File: src/design/rest_pkg.sv
// Purpose: shared constants for the ring error statistics block
// Assumes: apb slave, 32-bit data, word aligned registers
// Notes: offsets are byte addresses
package rest_pkg;
  // ==========================================================
  // counter indices
  localparam int NUM_CNT = 10;
  localparam int CNT_W = 8;
  localparam logic [3:0] CNT_LINE = 4'h0;
  localparam logic [3:0] CNT_INTERNAL = 4'h1;
  localparam logic [3:0] CNT_BURST = 4'h2;
  localparam logic [3:0] CNT_ARFC = 4'h3;
  localparam logic [3:0] CNT_ABORT = 4'h4;
  localparam logic [3:0] CNT_LOST = 4'h5;
  localparam logic [3:0] CNT_CONGEST = 4'h6;
  localparam logic [3:0] CNT_DUPADDR = 4'h7;
  localparam logic [3:0] CNT_FREQ = 4'h8;
  localparam logic [3:0] CNT_TOKEN = 4'h9;
  // ==========================================================
  // register offsets
  localparam logic [7:0] OFS_CTRL = 8'h00;
  localparam logic [7:0] OFS_STATUS = 8'h04;
  localparam logic [7:0] OFS_IRQ_STAT = 8'h08;
  localparam logic [7:0] OFS_IRQ_MASK = 8'h0C;
  localparam logic [7:0] OFS_ADDR_LO = 8'h10;
  localparam logic [7:0] OFS_ADDR_HI = 8'h14;
  localparam logic [7:0] OFS_LINKS = 8'h18;
  localparam logic [7:0] OFS_OVF = 8'h1C;
  localparam logic [7:0] OFS_CNT_BASE = 8'h20;
  // ==========================================================
  // field positions
  localparam int CTRL_CLR_BIT = 0;
  localparam int ST_OPEN_BIT = 0;
  localparam int ST_SIGLOSS_BIT = 1;
  localparam int ST_HARDERR_BIT = 2;
  localparam int ST_WIREFLT_BIT = 3;
  localparam int IRQ_SIGLOSS_BIT = 0;
  localparam int IRQ_HARDERR_BIT = 1;
  localparam int IRQ_WIREFLT_BIT = 2;
  localparam int IRQ_OVF_BIT = 3;
  localparam int IRQ_W = 4;
  localparam int LINKS_ACT_POS = 8;
  // ==========================================================
  // reset values
  localparam logic [IRQ_W-1:0] IRQ_MASK_RST = 4'h0;
  localparam logic [31:0] ADDR_LO_RST = 32'h0000_0000;
  localparam logic [23:0] ADDR_HI_RST = 24'h00_0000;
  localparam logic [31:0] APB_BAD_DATA = 32'h0000_0000;
endpackage : rest_pkg

File: src/design/rest_counter.sv
// Purpose: one wrapping error counter with sticky overflow flag
// Assumes: inc is a one-cycle pulse
// Notes: clear beats an increment on the count, but a wrap in that cycle still sets the flag
`timescale 1ns/1ns
`default_nettype none
module rest_counter #(
  parameter int W = 8
) (
  input wire logic i_clk,
  input wire logic i_rst,
  input wire logic i_inc,
  input wire logic i_clr,
  output logic [W-1:0] o_count,
  output logic o_ovf,
  output logic o_wrap
);
  logic [W-1:0] count_reg;
  logic ovf_reg;
  assign o_wrap = i_inc && (count_reg == {W{1'b1}});
  always_ff @(posedge i_clk)
  begin
    if (i_rst || i_clr)
    begin
      count_reg <= '0;
    end
    else if (i_inc)
    begin
      count_reg <= count_reg + 1'b1;
    end
  end
  always_ff @(posedge i_clk)
  begin
    if (i_rst)
    begin
      ovf_reg <= 1'b0;
    end
    else if (o_wrap)
    begin
      ovf_reg <= 1'b1;
    end
    else if (i_clr)
    begin
      ovf_reg <= 1'b0;
    end
  end
  assign o_count = count_reg;
  assign o_ovf = ovf_reg;
endmodule : rest_counter
`default_nettype wire

File: src/design/rest_link_status.sv
// Purpose: ring fault status tracking and lobe de-insertion
// Assumes: fault inputs are levels synchronous to i_clk
// Notes: de-insert latches until software clears via close
`timescale 1ns/1ns
`default_nettype none
module rest_link_status (
  input wire logic i_clk,
  input wire logic i_rst,
  input wire logic i_open_req,
  input wire logic i_sig_present,
  input wire logic i_beacon_int,
  input wire logic i_beacon_rx,
  input wire logic i_lobe_fault,
  output logic o_opened,
  output logic o_sig_loss,
  output logic o_hard_err,
  output logic o_wire_fault,
  output logic o_insert
);
  logic opened_reg;
  logic sig_loss_reg;
  logic hard_err_reg;
  logic wire_fault_reg;
  always_ff @(posedge i_clk)
  begin
    if (i_rst)
    begin
      sig_loss_reg <= 1'b0;
      hard_err_reg <= 1'b0;
    end
    else
    begin
      sig_loss_reg <= !i_sig_present;
      hard_err_reg <= i_beacon_int || i_beacon_rx;
    end
  end
  // wire fault stays until the adapter is asked to close, so it cannot re-insert on its own
  always_ff @(posedge i_clk)
  begin
    if (i_rst)
    begin
      wire_fault_reg <= 1'b0;
    end
    else if (i_lobe_fault)
    begin
      wire_fault_reg <= 1'b1;
    end
    else if (!i_open_req)
    begin
      wire_fault_reg <= 1'b0;
    end
  end
  always_ff @(posedge i_clk)
  begin
    if (i_rst)
    begin
      opened_reg <= 1'b0;
    end
    else
    begin
      opened_reg <= i_open_req && !i_lobe_fault && !wire_fault_reg;
    end
  end
  assign o_opened = opened_reg;
  assign o_sig_loss = sig_loss_reg;
  assign o_hard_err = hard_err_reg;
  assign o_wire_fault = wire_fault_reg;
  assign o_insert = opened_reg;
endmodule : rest_link_status
`default_nettype wire

File: src/design/rest_stats.sv
// Purpose: ring adapter error statistics and status over apb
// Assumes: event inputs are one-cycle pulses synchronous to i_clk
// Notes: apb answers with zero wait states
//
// How it works
// - line errors count only on copied/repeated frames with error-detect still clear
// - line error: code violation in frame or token, or type 1 check error
// - each internal adapter error bumps the internal error counter
// - each burst interrupt from the protocol handler bumps the burst counter
// - own frame returning with address-recognized or frame-copied clear is counted
// - each transmitted abort delimiter is counted
// - in transmit mode, each own frame not returning is counted
// - frame for us refused for lack of buffers is counted
// - frame with our address and recognized/copied already set is counted
// - excessive ring-versus-oscillator frequency difference is counted
// - token protocol violation seen by active monitor is counted
// - signal loss is reported while no ring signal is present
// - hard error is reported on internal or received beacon
// - lobe wire fault is reported and the adapter leaves the ring
// - status shows whether the adapter is opened or closed
// - station address is six adapter bytes plus one access point byte
// - reset-statistics request clears every counter to zero
// - active and configured link counts are reported side by side
`timescale 1ns/1ns
`default_nettype none
module rest_stats #(
  parameter int CNT_WIDTH = rest_pkg::CNT_W,
  parameter int LINK_W = 8
) (
  input wire logic i_clk,
  input wire logic i_rst,
  // apb
  input wire logic i_psel,
  input wire logic i_penable,
  input wire logic i_pwrite,
  input wire logic [7:0] i_paddr,
  input wire logic [31:0] i_pwdata,
  output logic [31:0] o_prdata,
  output logic o_pready,
  output logic o_pslverr,
  // protocol handler events
  input wire logic i_frame_copy_rep,
  input wire logic i_err_detect,
  input wire logic i_cv_frame,
  input wire logic i_cv_token,
  input wire logic i_fcs_err_fmt1,
  input wire logic i_internal_err,
  input wire logic i_burst_int,
  input wire logic i_own_return,
  input wire logic i_ret_addr_rec,
  input wire logic i_ret_copied,
  input wire logic i_abort_tx,
  input wire logic i_tx_mode,
  input wire logic i_frame_lost,
  input wire logic i_rx_for_us_busy,
  input wire logic i_no_buffer,
  input wire logic i_rx_own_addr,
  input wire logic i_rx_addr_rec,
  input wire logic i_rx_copied,
  input wire logic i_freq_err,
  input wire logic i_token_err,
  // ring state
  input wire logic i_open_req,
  input wire logic i_sig_present,
  input wire logic i_beacon_int,
  input wire logic i_beacon_rx,
  input wire logic i_lobe_fault,
  input wire logic i_reset_stats,
  input wire logic [LINK_W-1:0] i_links_active,
  input wire logic [LINK_W-1:0] i_links_config,
  input wire logic i_status_req,
  output logic o_insert,
  output logic [47:0] o_station_addr,
  output logic [7:0] o_station_sap,
  output logic o_irq
);
  import rest_pkg::*;

  // ==========================================================
  // event qualification
  logic [NUM_CNT-1:0] inc;
  logic [NUM_CNT-1:0] ovf;
  logic [NUM_CNT-1:0] wrap;
  logic [CNT_WIDTH-1:0] count [NUM_CNT];
  logic line_qual;
  logic clr_stats;
  logic ctrl_clr_pulse;

  assign line_qual = i_frame_copy_rep && !i_err_detect;
  always_comb
  begin
    inc = '0;
    inc[CNT_LINE] = line_qual && (i_cv_frame || i_cv_token || i_fcs_err_fmt1);
    inc[CNT_INTERNAL] = i_internal_err;
    inc[CNT_BURST] = i_burst_int;
    inc[CNT_ARFC] = i_own_return && !(i_ret_addr_rec && i_ret_copied);
    inc[CNT_ABORT] = i_abort_tx;
    inc[CNT_LOST] = i_tx_mode && i_frame_lost;
    inc[CNT_CONGEST] = i_rx_for_us_busy && i_no_buffer;
    inc[CNT_DUPADDR] = i_rx_own_addr && (i_rx_addr_rec || i_rx_copied);
    inc[CNT_FREQ] = i_freq_err;
    inc[CNT_TOKEN] = i_token_err;
  end

  // reset request from pin or from software both clear the whole set
  assign clr_stats = i_reset_stats || ctrl_clr_pulse;

  // ==========================================================
  // counters
  genvar g;
  generate
    for (g = 0; g < NUM_CNT; g++)
    begin : g_cnt
      rest_counter #(
        .W(CNT_WIDTH)
      ) u_cnt (
        .i_clk(i_clk),
        .i_rst(i_rst),
        .i_inc(inc[g]),
        .i_clr(clr_stats),
        .o_count(count[g]),
        .o_ovf(ovf[g]),
        .o_wrap(wrap[g])
      );
    end
  endgenerate

  // ==========================================================
  // ring status
  logic opened;
  logic sig_loss;
  logic hard_err;
  logic wire_fault;
  rest_link_status u_link (
    .i_clk(i_clk),
    .i_rst(i_rst),
    .i_open_req(i_open_req),
    .i_sig_present(i_sig_present),
    .i_beacon_int(i_beacon_int),
    .i_beacon_rx(i_beacon_rx),
    .i_lobe_fault(i_lobe_fault),
    .o_opened(opened),
    .o_sig_loss(sig_loss),
    .o_hard_err(hard_err),
    .o_wire_fault(wire_fault),
    .o_insert(o_insert)
  );

  // ==========================================================
  // link count snapshot
  logic [LINK_W-1:0] links_active_reg;
  always_ff @(posedge i_clk)
  begin
    if (i_rst)
    begin
      links_active_reg <= '0;
    end
    else if (i_status_req)
    begin
      links_active_reg <= i_links_active;
    end
  end

  // ==========================================================
  // apb decode
  logic wr_en;
  logic rd_en;
  logic [31:0] addr_lo_reg;
  logic [23:0] addr_hi_reg;
  logic [IRQ_W-1:0] irq_mask_reg;
  logic [IRQ_W-1:0] irq_stat_reg;
  logic [IRQ_W-1:0] irq_set;
  logic [31:0] rdata_next;
  logic [31:0] prdata_reg;
  logic addr_ok;
  logic wr_ctrl;
  logic wr_stat;
  logic wr_mask;
  logic wr_lo;
  logic wr_hi;

  function automatic logic is_cnt_addr(input logic [7:0] a);
    is_cnt_addr = (a >= OFS_CNT_BASE) && (a < OFS_CNT_BASE + 8'(NUM_CNT * 4)) && (a[1:0] == 2'b00);
  endfunction : is_cnt_addr

  function automatic logic reg_hit(input logic en, input logic [7:0] a, input logic [7:0] ofs);
    reg_hit = en && (a == ofs);
  endfunction : reg_hit

  // writes land on the completing access edge, so an abandoned setup changes nothing
  assign wr_en = i_psel && i_penable && i_pwrite;
  assign rd_en = i_psel && !i_penable && !i_pwrite;
  assign wr_ctrl = reg_hit(wr_en, i_paddr, OFS_CTRL);
  assign wr_stat = reg_hit(wr_en, i_paddr, OFS_IRQ_STAT);
  assign wr_mask = reg_hit(wr_en, i_paddr, OFS_IRQ_MASK);
  assign wr_lo = reg_hit(wr_en, i_paddr, OFS_ADDR_LO);
  assign wr_hi = reg_hit(wr_en, i_paddr, OFS_ADDR_HI);
  assign ctrl_clr_pulse = wr_ctrl && i_pwdata[CTRL_CLR_BIT];

  always_comb
  begin
    addr_ok = 1'b1;
    unique case (i_paddr)
      OFS_CTRL, OFS_STATUS, OFS_IRQ_STAT, OFS_IRQ_MASK, OFS_ADDR_LO, OFS_ADDR_HI, OFS_LINKS, OFS_OVF: addr_ok = 1'b1;
      default: addr_ok = is_cnt_addr(i_paddr);
    endcase
  end

  // ==========================================================
  // station address
  always_ff @(posedge i_clk)
  begin
    if (i_rst)
    begin
      addr_lo_reg <= ADDR_LO_RST;
    end
    else if (wr_lo)
    begin
      addr_lo_reg <= i_pwdata;
    end
  end
  always_ff @(posedge i_clk)
  begin
    if (i_rst)
    begin
      addr_hi_reg <= ADDR_HI_RST;
    end
    else if (wr_hi)
    begin
      addr_hi_reg <= i_pwdata[23:0];
    end
  end
  assign o_station_addr = {addr_hi_reg[15:0], addr_lo_reg};
  assign o_station_sap = addr_hi_reg[23:16];

  // ==========================================================
  // interrupts
  always_comb
  begin
    irq_set = '0;
    irq_set[IRQ_SIGLOSS_BIT] = sig_loss;
    irq_set[IRQ_HARDERR_BIT] = hard_err;
    irq_set[IRQ_WIREFLT_BIT] = wire_fault;
    irq_set[IRQ_OVF_BIT] = |wrap;
  end

  // set wins over a write-one clear in the same cycle
  always_ff @(posedge i_clk)
  begin
    if (i_rst)
    begin
      irq_stat_reg <= '0;
    end
    else if (wr_stat)
    begin
      irq_stat_reg <= (irq_stat_reg & ~i_pwdata[IRQ_W-1:0]) | irq_set;
    end
    else
    begin
      irq_stat_reg <= irq_stat_reg | irq_set;
    end
  end

  always_ff @(posedge i_clk)
  begin
    if (i_rst)
    begin
      irq_mask_reg <= IRQ_MASK_RST;
    end
    else if (wr_mask)
    begin
      irq_mask_reg <= i_pwdata[IRQ_W-1:0];
    end
  end
  assign o_irq = |(irq_stat_reg & irq_mask_reg);

  // ==========================================================
  // read data, captured in setup so access phase needs no wait
  logic [3:0] cnt_idx;
  assign cnt_idx = 4'((i_paddr - OFS_CNT_BASE) >> 2);

  always_comb
  begin
    rdata_next = APB_BAD_DATA;
    unique case (i_paddr)
      OFS_STATUS:
      begin
        rdata_next[ST_OPEN_BIT] = opened;
        rdata_next[ST_SIGLOSS_BIT] = sig_loss;
        rdata_next[ST_HARDERR_BIT] = hard_err;
        rdata_next[ST_WIREFLT_BIT] = wire_fault;
      end
      OFS_IRQ_STAT: rdata_next[IRQ_W-1:0] = irq_stat_reg;
      OFS_IRQ_MASK: rdata_next[IRQ_W-1:0] = irq_mask_reg;
      OFS_ADDR_LO: rdata_next = addr_lo_reg;
      OFS_ADDR_HI: rdata_next[23:0] = addr_hi_reg;
      OFS_LINKS:
      begin
        rdata_next[LINK_W-1:0] = i_links_config;
        rdata_next[LINKS_ACT_POS +: LINK_W] = links_active_reg;
      end
      OFS_OVF: rdata_next[NUM_CNT-1:0] = ovf;
      default:
      begin
        if (is_cnt_addr(i_paddr) && cnt_idx < 4'(NUM_CNT))
        begin
          rdata_next[CNT_WIDTH-1:0] = count[cnt_idx];
        end
      end
    endcase
  end

  always_ff @(posedge i_clk)
  begin
    if (i_rst)
    begin
      prdata_reg <= '0;
    end
    else if (rd_en)
    begin
      prdata_reg <= rdata_next;
    end
  end

  logic err_reg;
  always_ff @(posedge i_clk)
  begin
    if (i_rst)
    begin
      err_reg <= 1'b0;
    end
    else if (i_psel && !i_penable)
    begin
      err_reg <= !addr_ok;
    end
  end

  assign o_prdata = prdata_reg;
  assign o_pready = 1'b1;
  assign o_pslverr = i_psel && i_penable && err_reg;
endmodule : rest_stats
`default_nettype wire

File: config.mk
export PLATFORM = sky130hd
export DESIGN_NAME = rest_stats
export DESIGN_NICKNAME = d
export VERILOG_FILES = /design/src/design/rest_pkg.sv /design/src/design/rest_counter.sv /design/src/design/rest_link_status.sv /design/src/design/rest_stats.sv
export SDC_FILE = /design/constraint.sdc
export NUM_CORES = 1
export LEC_CHECK = 0
export BUFFER_PORTS_ARGS = -buffer_cell sky130_fd_sc_hd__buf_2
export CAP_MARGIN = 25
export CORE_UTILIZATION = 47
export CTS_CLUSTER_SIZE = 8
export DETAILED_ROUTE_END_ITERATION = 10
export PLACE_DENSITY = 0.68
export SKIP_CTS_REPAIR_TIMING = 1
export SLEW_MARGIN = 10
export SYNTH_ARGS = -nofsm -noshare
export SYNTH_HDL_FRONTEND = slang
export SYNTH_HIERARCHICAL = 1
export SYNTH_SLANG_ARGS = --single-unit
File: constraint.sdc
create_clock -name i_clk -period 1.9 [get_ports i_clk]
set_input_delay 0.095 -clock i_clk [delete_from_list [all_inputs] [get_ports i_clk]]
set_output_delay 0.095 -clock i_clk [all_outputs]
set_load 0.01 [all_outputs]
Word level (Yosys, flattened, before mapping)
Cells that the tools add are included.

storage, ports and cells
  flip-flop bits (word level) = 199
  output and inout port bits = 92
  word-level logic and storage cells = 158

operators by class
  magnitude comparators = 4
  $add $sub $neg = 11
  reduce and logical (&&, ||, !) cells = 63
  eq/ne operators = 18
  muxes and demuxes = 25
  bitwise logic cells = 6

operators by type and width
  operator                                                               number
  8-bit by 1-bit adder with 8-bit output, second input constant          10
  8-bit == test, second input constant                                   10
  1-bit logical AND                                                      33
  8-bit binary-select mux with 4-bit select                              1
  8-bit by 5-bit == test with 1-bit output, second input constant        4
  8-bit 2-to-1 mux                                                       4
  4-bit one-hot mux with 7 select lines                                  1
  4-bit one-hot mux with 5 select lines                                  1
  2-bit nonzero test                                                     10
  6-bit one-hot mux with 3 select lines                                  1
  8-bit by 4-bit == test with 1-bit output, second input constant        2
  8-bit one-hot mux with 2 select lines                                  1
  1-bit 2-to-1 mux                                                       14
  10-bit OR reduction                                                    1
  4-bit AND                                                              2
  8-bit by 3-bit == test with 1-bit output, second input constant        1
  8-bit by 6-bit >= comparator with 1-bit output, second input constant  1
  1-bit zero test                                                        8
  8-bit zero test                                                        1
  8-bit by 7-bit < comparator with 1-bit output, second input constant   1
  4-bit OR                                                               2
  2-bit one-hot mux with 4 select lines                                  1
  8-bit OR reduction                                                     1
  1-bit logical OR                                                       6
  10 further kinds                                                       10

Logic depth before layout (Yosys ltp)
  depth after elaboration = 7
  mapped depth = 9
  depth with buffers taken out = 6

Cells and area by module
The synthesis kept the hierarchy.

by module, submodules not included
  module            area an instance (µm²)  sequential area each (µm²)  times used  cells an instance
  rest_stats        5210.0                  2102.0                      1           616
  rest_counter      390.4                   180.2                       10          43
  rest_link_status  122.6                   80.1                        1           11

Least setup slack after synthesis
Ideal clock, no wire load.

  kind = in2reg
  from = in i_paddr[3]
  to = reg g_cnt[0].u_cnt.count_reg[5]
  setup time = 0.070 ns
  setup slack = -0.175 ns
  data required time = 1.830 ns
  arrival time = 2.004 ns
  cell stages on the path = 9
  cells stage by stage = buf_2 -> buf_2 -> buf_2 -> buf_2 -> nor2_1 -> a41o_1 -> or2_2 -> clkbuf_1 -> a21oi_1

on the way
  cells in the longest elaborated chain, start to end = 5

ends and longest elaborated chain
  what                    RTL line            source
  start: declaration      rest_stats.sv:36    input wire logic [7:0] i_paddr,
  8-bit zero test         rest_stats.sv:187   reg_hit = en && (a == ofs);
  1-bit logical AND       rest_stats.sv:187
  1-bit logical AND       rest_stats.sv:198   assign ctrl_clr_pulse = wr_ctrl && i_pwdata[CTRL_CLR_BIT];
  1-bit logical OR        rest_stats.sv:106   assign clr_stats = i_reset_stats || ctrl_clr_pulse;
  net clr_stats           rest_stats.sv:86    logic clr_stats;
  1-bit logical OR        rest_counter.sv:22  if (i_rst || i_clr)
  end signal: assignment  rest_counter.sv:28  count_reg <= count_reg + 1'b1;
  end: declaration        rest_counter.sv:17  logic [W-1:0] count_reg;

The timed path passes the listed nets, and every way through them passes these cells.
A chain may end at the register's enable or synchronous reset.

Worst setup path in the final report
  from = reg g_cnt[7].u_cnt.count_reg[0]
  to = reg irq_stat_reg[3]

on the way
  cells in the longest elaborated chain, start to end = 5

ends and longest elaborated chain
  what                         RTL line                              source
  start: declaration           rest_counter.sv:17
  start signal: assignment     rest_counter.sv:28
  8-bit == test (*)            rest_counter.sv:19                    assign o_wrap = i_inc && (count_reg == {W{1'b1}});
  1-bit logical AND (*)        rest_counter.sv:19
  net wrap[7]                  rest_stats.sv:83                      logic [NUM_CNT-1:0] wrap;
  10-bit OR reduction (*)      rest_stats.sv:244                     irq_set[IRQ_OVF_BIT] = |wrap;
  4-bit OR (on tied branches)  rest_stats.sv:260, rest_stats.sv:256
  4-bit 2-to-1 mux (*)         rest_stats.sv:254                     else if (wr_stat)
  end signal: assignment       rest_stats.sv:256                     irq_stat_reg <= (irq_stat_reg & ~i_pwdata[IRQ_W-1:0]) | irq_set;
  end signal: assignment       rest_stats.sv:260                     irq_stat_reg <= irq_stat_reg | irq_set;
  end: declaration             rest_stats.sv:171                     logic [IRQ_W-1:0] irq_stat_reg;

The timed path passes the listed nets; every way through them passes the cells marked *.

==> impl_metrics.env <==
export IMPL_status="finished clean"
export IMPL_layout_nets=1398
export IMPL_seq_area_um2=3980
export IMPL_synth_cell_type_count=50
export IMPL_drv_slew=0
export IMPL_largest_reg_flops=80
export IMPL_multi_input_area_um2=4910
export IMPL_cts_root_buf="clkbuf_16"
export IMPL_critical_path_arrival_ps=2080
export IMPL_cts_made_buffers=17
export IMPL_yosys_most_used_dff="dfxtp_1"
export IMPL_synth_cell_area_um2=9240
export IMPL_start_kind="register"
export IMPL_viasPerCell=5.53
export IMPL_synth_compound_area_share_pct=13.6
export IMPL_synth_area_mux_share_pct=11.4
export IMPL_seqPwrFrac_pct=49.4
export IMPL_maxClockFrequency_ghz=0.558
export IMPL_cp_cell_sequence="ha_1 -> nand4_2 -> nor3_1 -> or4_1 -> nor3_1 -> a31oi_1"
export IMPL_synth_xor_area_share_pct=3.79
export IMPL_p_leak_nw=4.74
export IMPL_route_detailed_drc=0
export IMPL_hold_viol=0
export IMPL_grt_pass1_wl_um=41200
export IMPL_cts_max_path_buffers=2
export IMPL_power_density_nw_per_um2=728
export IMPL_synth_simple_gate_area_share_pct=22.9
export IMPL_grt_pass1_vias=7833
export IMPL_area_growth_pct=27.8
export IMPL_end_kind="register"
export IMPL_hold_path_startpoint="i_burst_int"
export IMPL_setup_viol=0
export IMPL_worstPathMaxFanout=4
export IMPL_setup_slack_ps=109
export IMPL_dieArea_um2=20200
export IMPL_clock_latency_ps=440
export IMPL_synthAdderAreaFrac_pct=1.35
export IMPL_cp_slowest_stage_delay_ps=580
export IMPL_period_share_pct=94.3
export IMPL_yosys_warnings=6
export IMPL_place_area_um2=10700
export IMPL_fin_crit_ps=1790
export IMPL_critPathKind="reg2reg"
export IMPL_synth_edff_count=0
export IMPL_pre_cts_slack_ps=-197
export IMPL_htreeDepth=4
export IMPL_grt_start_max_net_pins=63
export IMPL_fp_row_count=50
export IMPL_rsz0062_at_grt="no"
export IMPL_gp_congestion=0.899
export IMPL_clkPwrFrac_pct=42.5
export IMPL_tightest_slew_ps=687
export IMPL_slowest_stage="or4_1"
export IMPL_ir_drop_uv=685
export IMPL_ys_ff_latch=199
export IMPL_synth_cells=1057
export IMPL_r2r_start="g_cnt[7].u_cnt/o_count[0]"
export IMPL_avgRoutedWirePerCell_um=17.2
export IMPL_path_common_cell="nor3_1"
export IMPL_swShare_pct=26.3
export IMPL_switchingPower_w=0.00226
export IMPL_grt_ovfl_total=0
export IMPL_drt_iter0_drc=674
export IMPL_coreArea_um2=19000
export IMPL_async_reset_ff_share_pct=0
export IMPL_fin_skew_ps=10.3
export IMPL_drt_pass1_iterations=6
export IMPL_syn_nets=1155
export IMPL_start_util_pct=48.7
export IMPL_track_usage_pct=26.2
export IMPL_place_detailed_hpwl_um=19400
export IMPL_ios=180
export IMPL_drive_above_1_share_pct=26.9
export IMPL_cap_violations=0
export IMPL_fp_dieW_um=142
export IMPL_via_count=8705
export IMPL_portBuffers=178
export IMPL_wl_um=27000
export IMPL_synth_avg_cell_area_um2=8.74
export IMPL_n_fill_cell=1655
export IMPL_clock_sinks=199
export IMPL_synth_top_family_by_area="simple AND/OR/NAND/NOR gates"
export IMPL_relSlewSlack_pct=54.2
export IMPL_holdCritPathClass="in2reg"
export IMPL_cts_clk_slew_worst_paths_ps=80
export IMPL_ant_nets=0
export IMPL_cts_tree="yes"
export IMPL_pwr_share_comb_pct=8.1
export IMPL_fin_area_um2=11800
export IMPL_worstPathRequired_ps=2190
export IMPL_ys_seq_area_share_pct=43.1
export IMPL_setup_worst_path_start="g_cnt[7].u_cnt/o_count[0]"
export IMPL_power_internal_w=0.00633
export IMPL_chipHeight_um=142
export IMPL_postLayoutCoreUtil_pct=62.3
export IMPL_antenna_found_initial=1
-- routing by layer --
metal | share of wire, % | track usage (%) | vias to the layer above | routed length [um]
met5 | 0 | 0 | - | 0
met4 | 3.1 | 10.0 | 0 | 839
met3 | 6.4 | 4.44 | 56 | 1730
met2 | 45 | 41.3 | 317 | 12300
met1 | 45 | 35.7 | 4111 | 12200
li1 | - | - | 4221 | -
-- synth_stat cells (all sizes together), types with 11 or more instances --
cell    number  area share (%)
nor2b       15             1.0
mux4        18             4.4
nor3        20             1.1
o21ai       49             2.7
nand4       41             3.5
a22oi       24             2.0
dfxtp      199              43
xor2        30             2.8
nand2      181             7.4
clkbuf      39             1.6
or2         11            0.75
buf         31             2.2
nand3       14            0.76
nor2       105             4.3
mux2        17             2.1
a21oi      100             5.4
mux2i       46             5.0
or3         31             2.1
-- power groups by stage --
stage / clock, W / combinational (W) / sequential [W]
floorplan: 0 / 0.000338 / 0.00434
global placement: 0 / 0.000609 / 0.00434
detailed placement: 0 / 0.000612 / 0.00434
CTS: 0.00371 / 0.000615 / 0.00424
global route: 0.00385 / 0.000746 / 0.00425
finish: 0.00365 / 0.000696 / 0.00424
-- layout make-up --
type,count,share of cell area [%]
Timing Repair Buffer,294,16.7
Multi-Input combinational cell,787,41.6
Clock inverter,15,1.57
Tap cell,260,2.76
Sequential cell,199,33.8
Clock buffer,17,3.60
Inverter,1,0.0318
Antenna cell,1,0.0212
-- cell usage in the layout (no fill, tap or decap), types with 14 or more instances in the layout --
cell and count:
a22oi_1 24, mux2i_1 46, o21ai_0 49, nor3_1 19
buf_2 177, nor2_1 105, mux4_2 18, dfxtp_1 199
a21oi_1 100, buf_4 64, nand4_1 31, nor2b_1 15
clkbuf_16 17, mux2_2 17, nand2_1 181, dlygate4sd3_1 46
xor2_1 30, or3_1 31, nand3_1 14
-- per-stage QoR --
stage                     power, W  instances  TNS [ps]  hold slack [ps]
after CTS                  0.00857       1527         0             -199
after global routing       0.00884       1574         0             24.0
final                      0.00859       1574         0             8.35
after floorplan            0.00468       1057         0              162
after detailed placement   0.00495       1495     -7380              256
after global placement     0.00495       1495     -6160              263
-- worst max-delay path, delay by kind of cell, from the launching register on --
kind | cells | cell delay (ps)
flops | 1 | 320
compound gates | 1 | 100
fa+ha+maj | 1 | 210
simple gates | 4 | 1000
-- cell families (layout without fill, tap and decap cells) --
group / after synthesis / count (layout)
AND/OR/NAND/NOR: 443 / 443
flip-flops: 199 / 199
multiplexers: 81 / 81
adder cells (fa/ha/maj): 10 / 10
AO/OA/AOI/OAI: 212 / 212
buffers and inverters: 71 / 327
other: 1 / 2
XOR/XNOR: 40 / 40
-- worst paths after layout --
path,end,slack (ps),cells past startpoint
worst max-delay path,irq_stat_reg[3],110,6
worst min-delay path,g_cnt[2].u_cnt/o_count[0],8,3
worst max register to register,irq_stat_reg[3],110,6
worst min register to register,o_prdata[9],460,2
(Power assumes the default switching activity.)
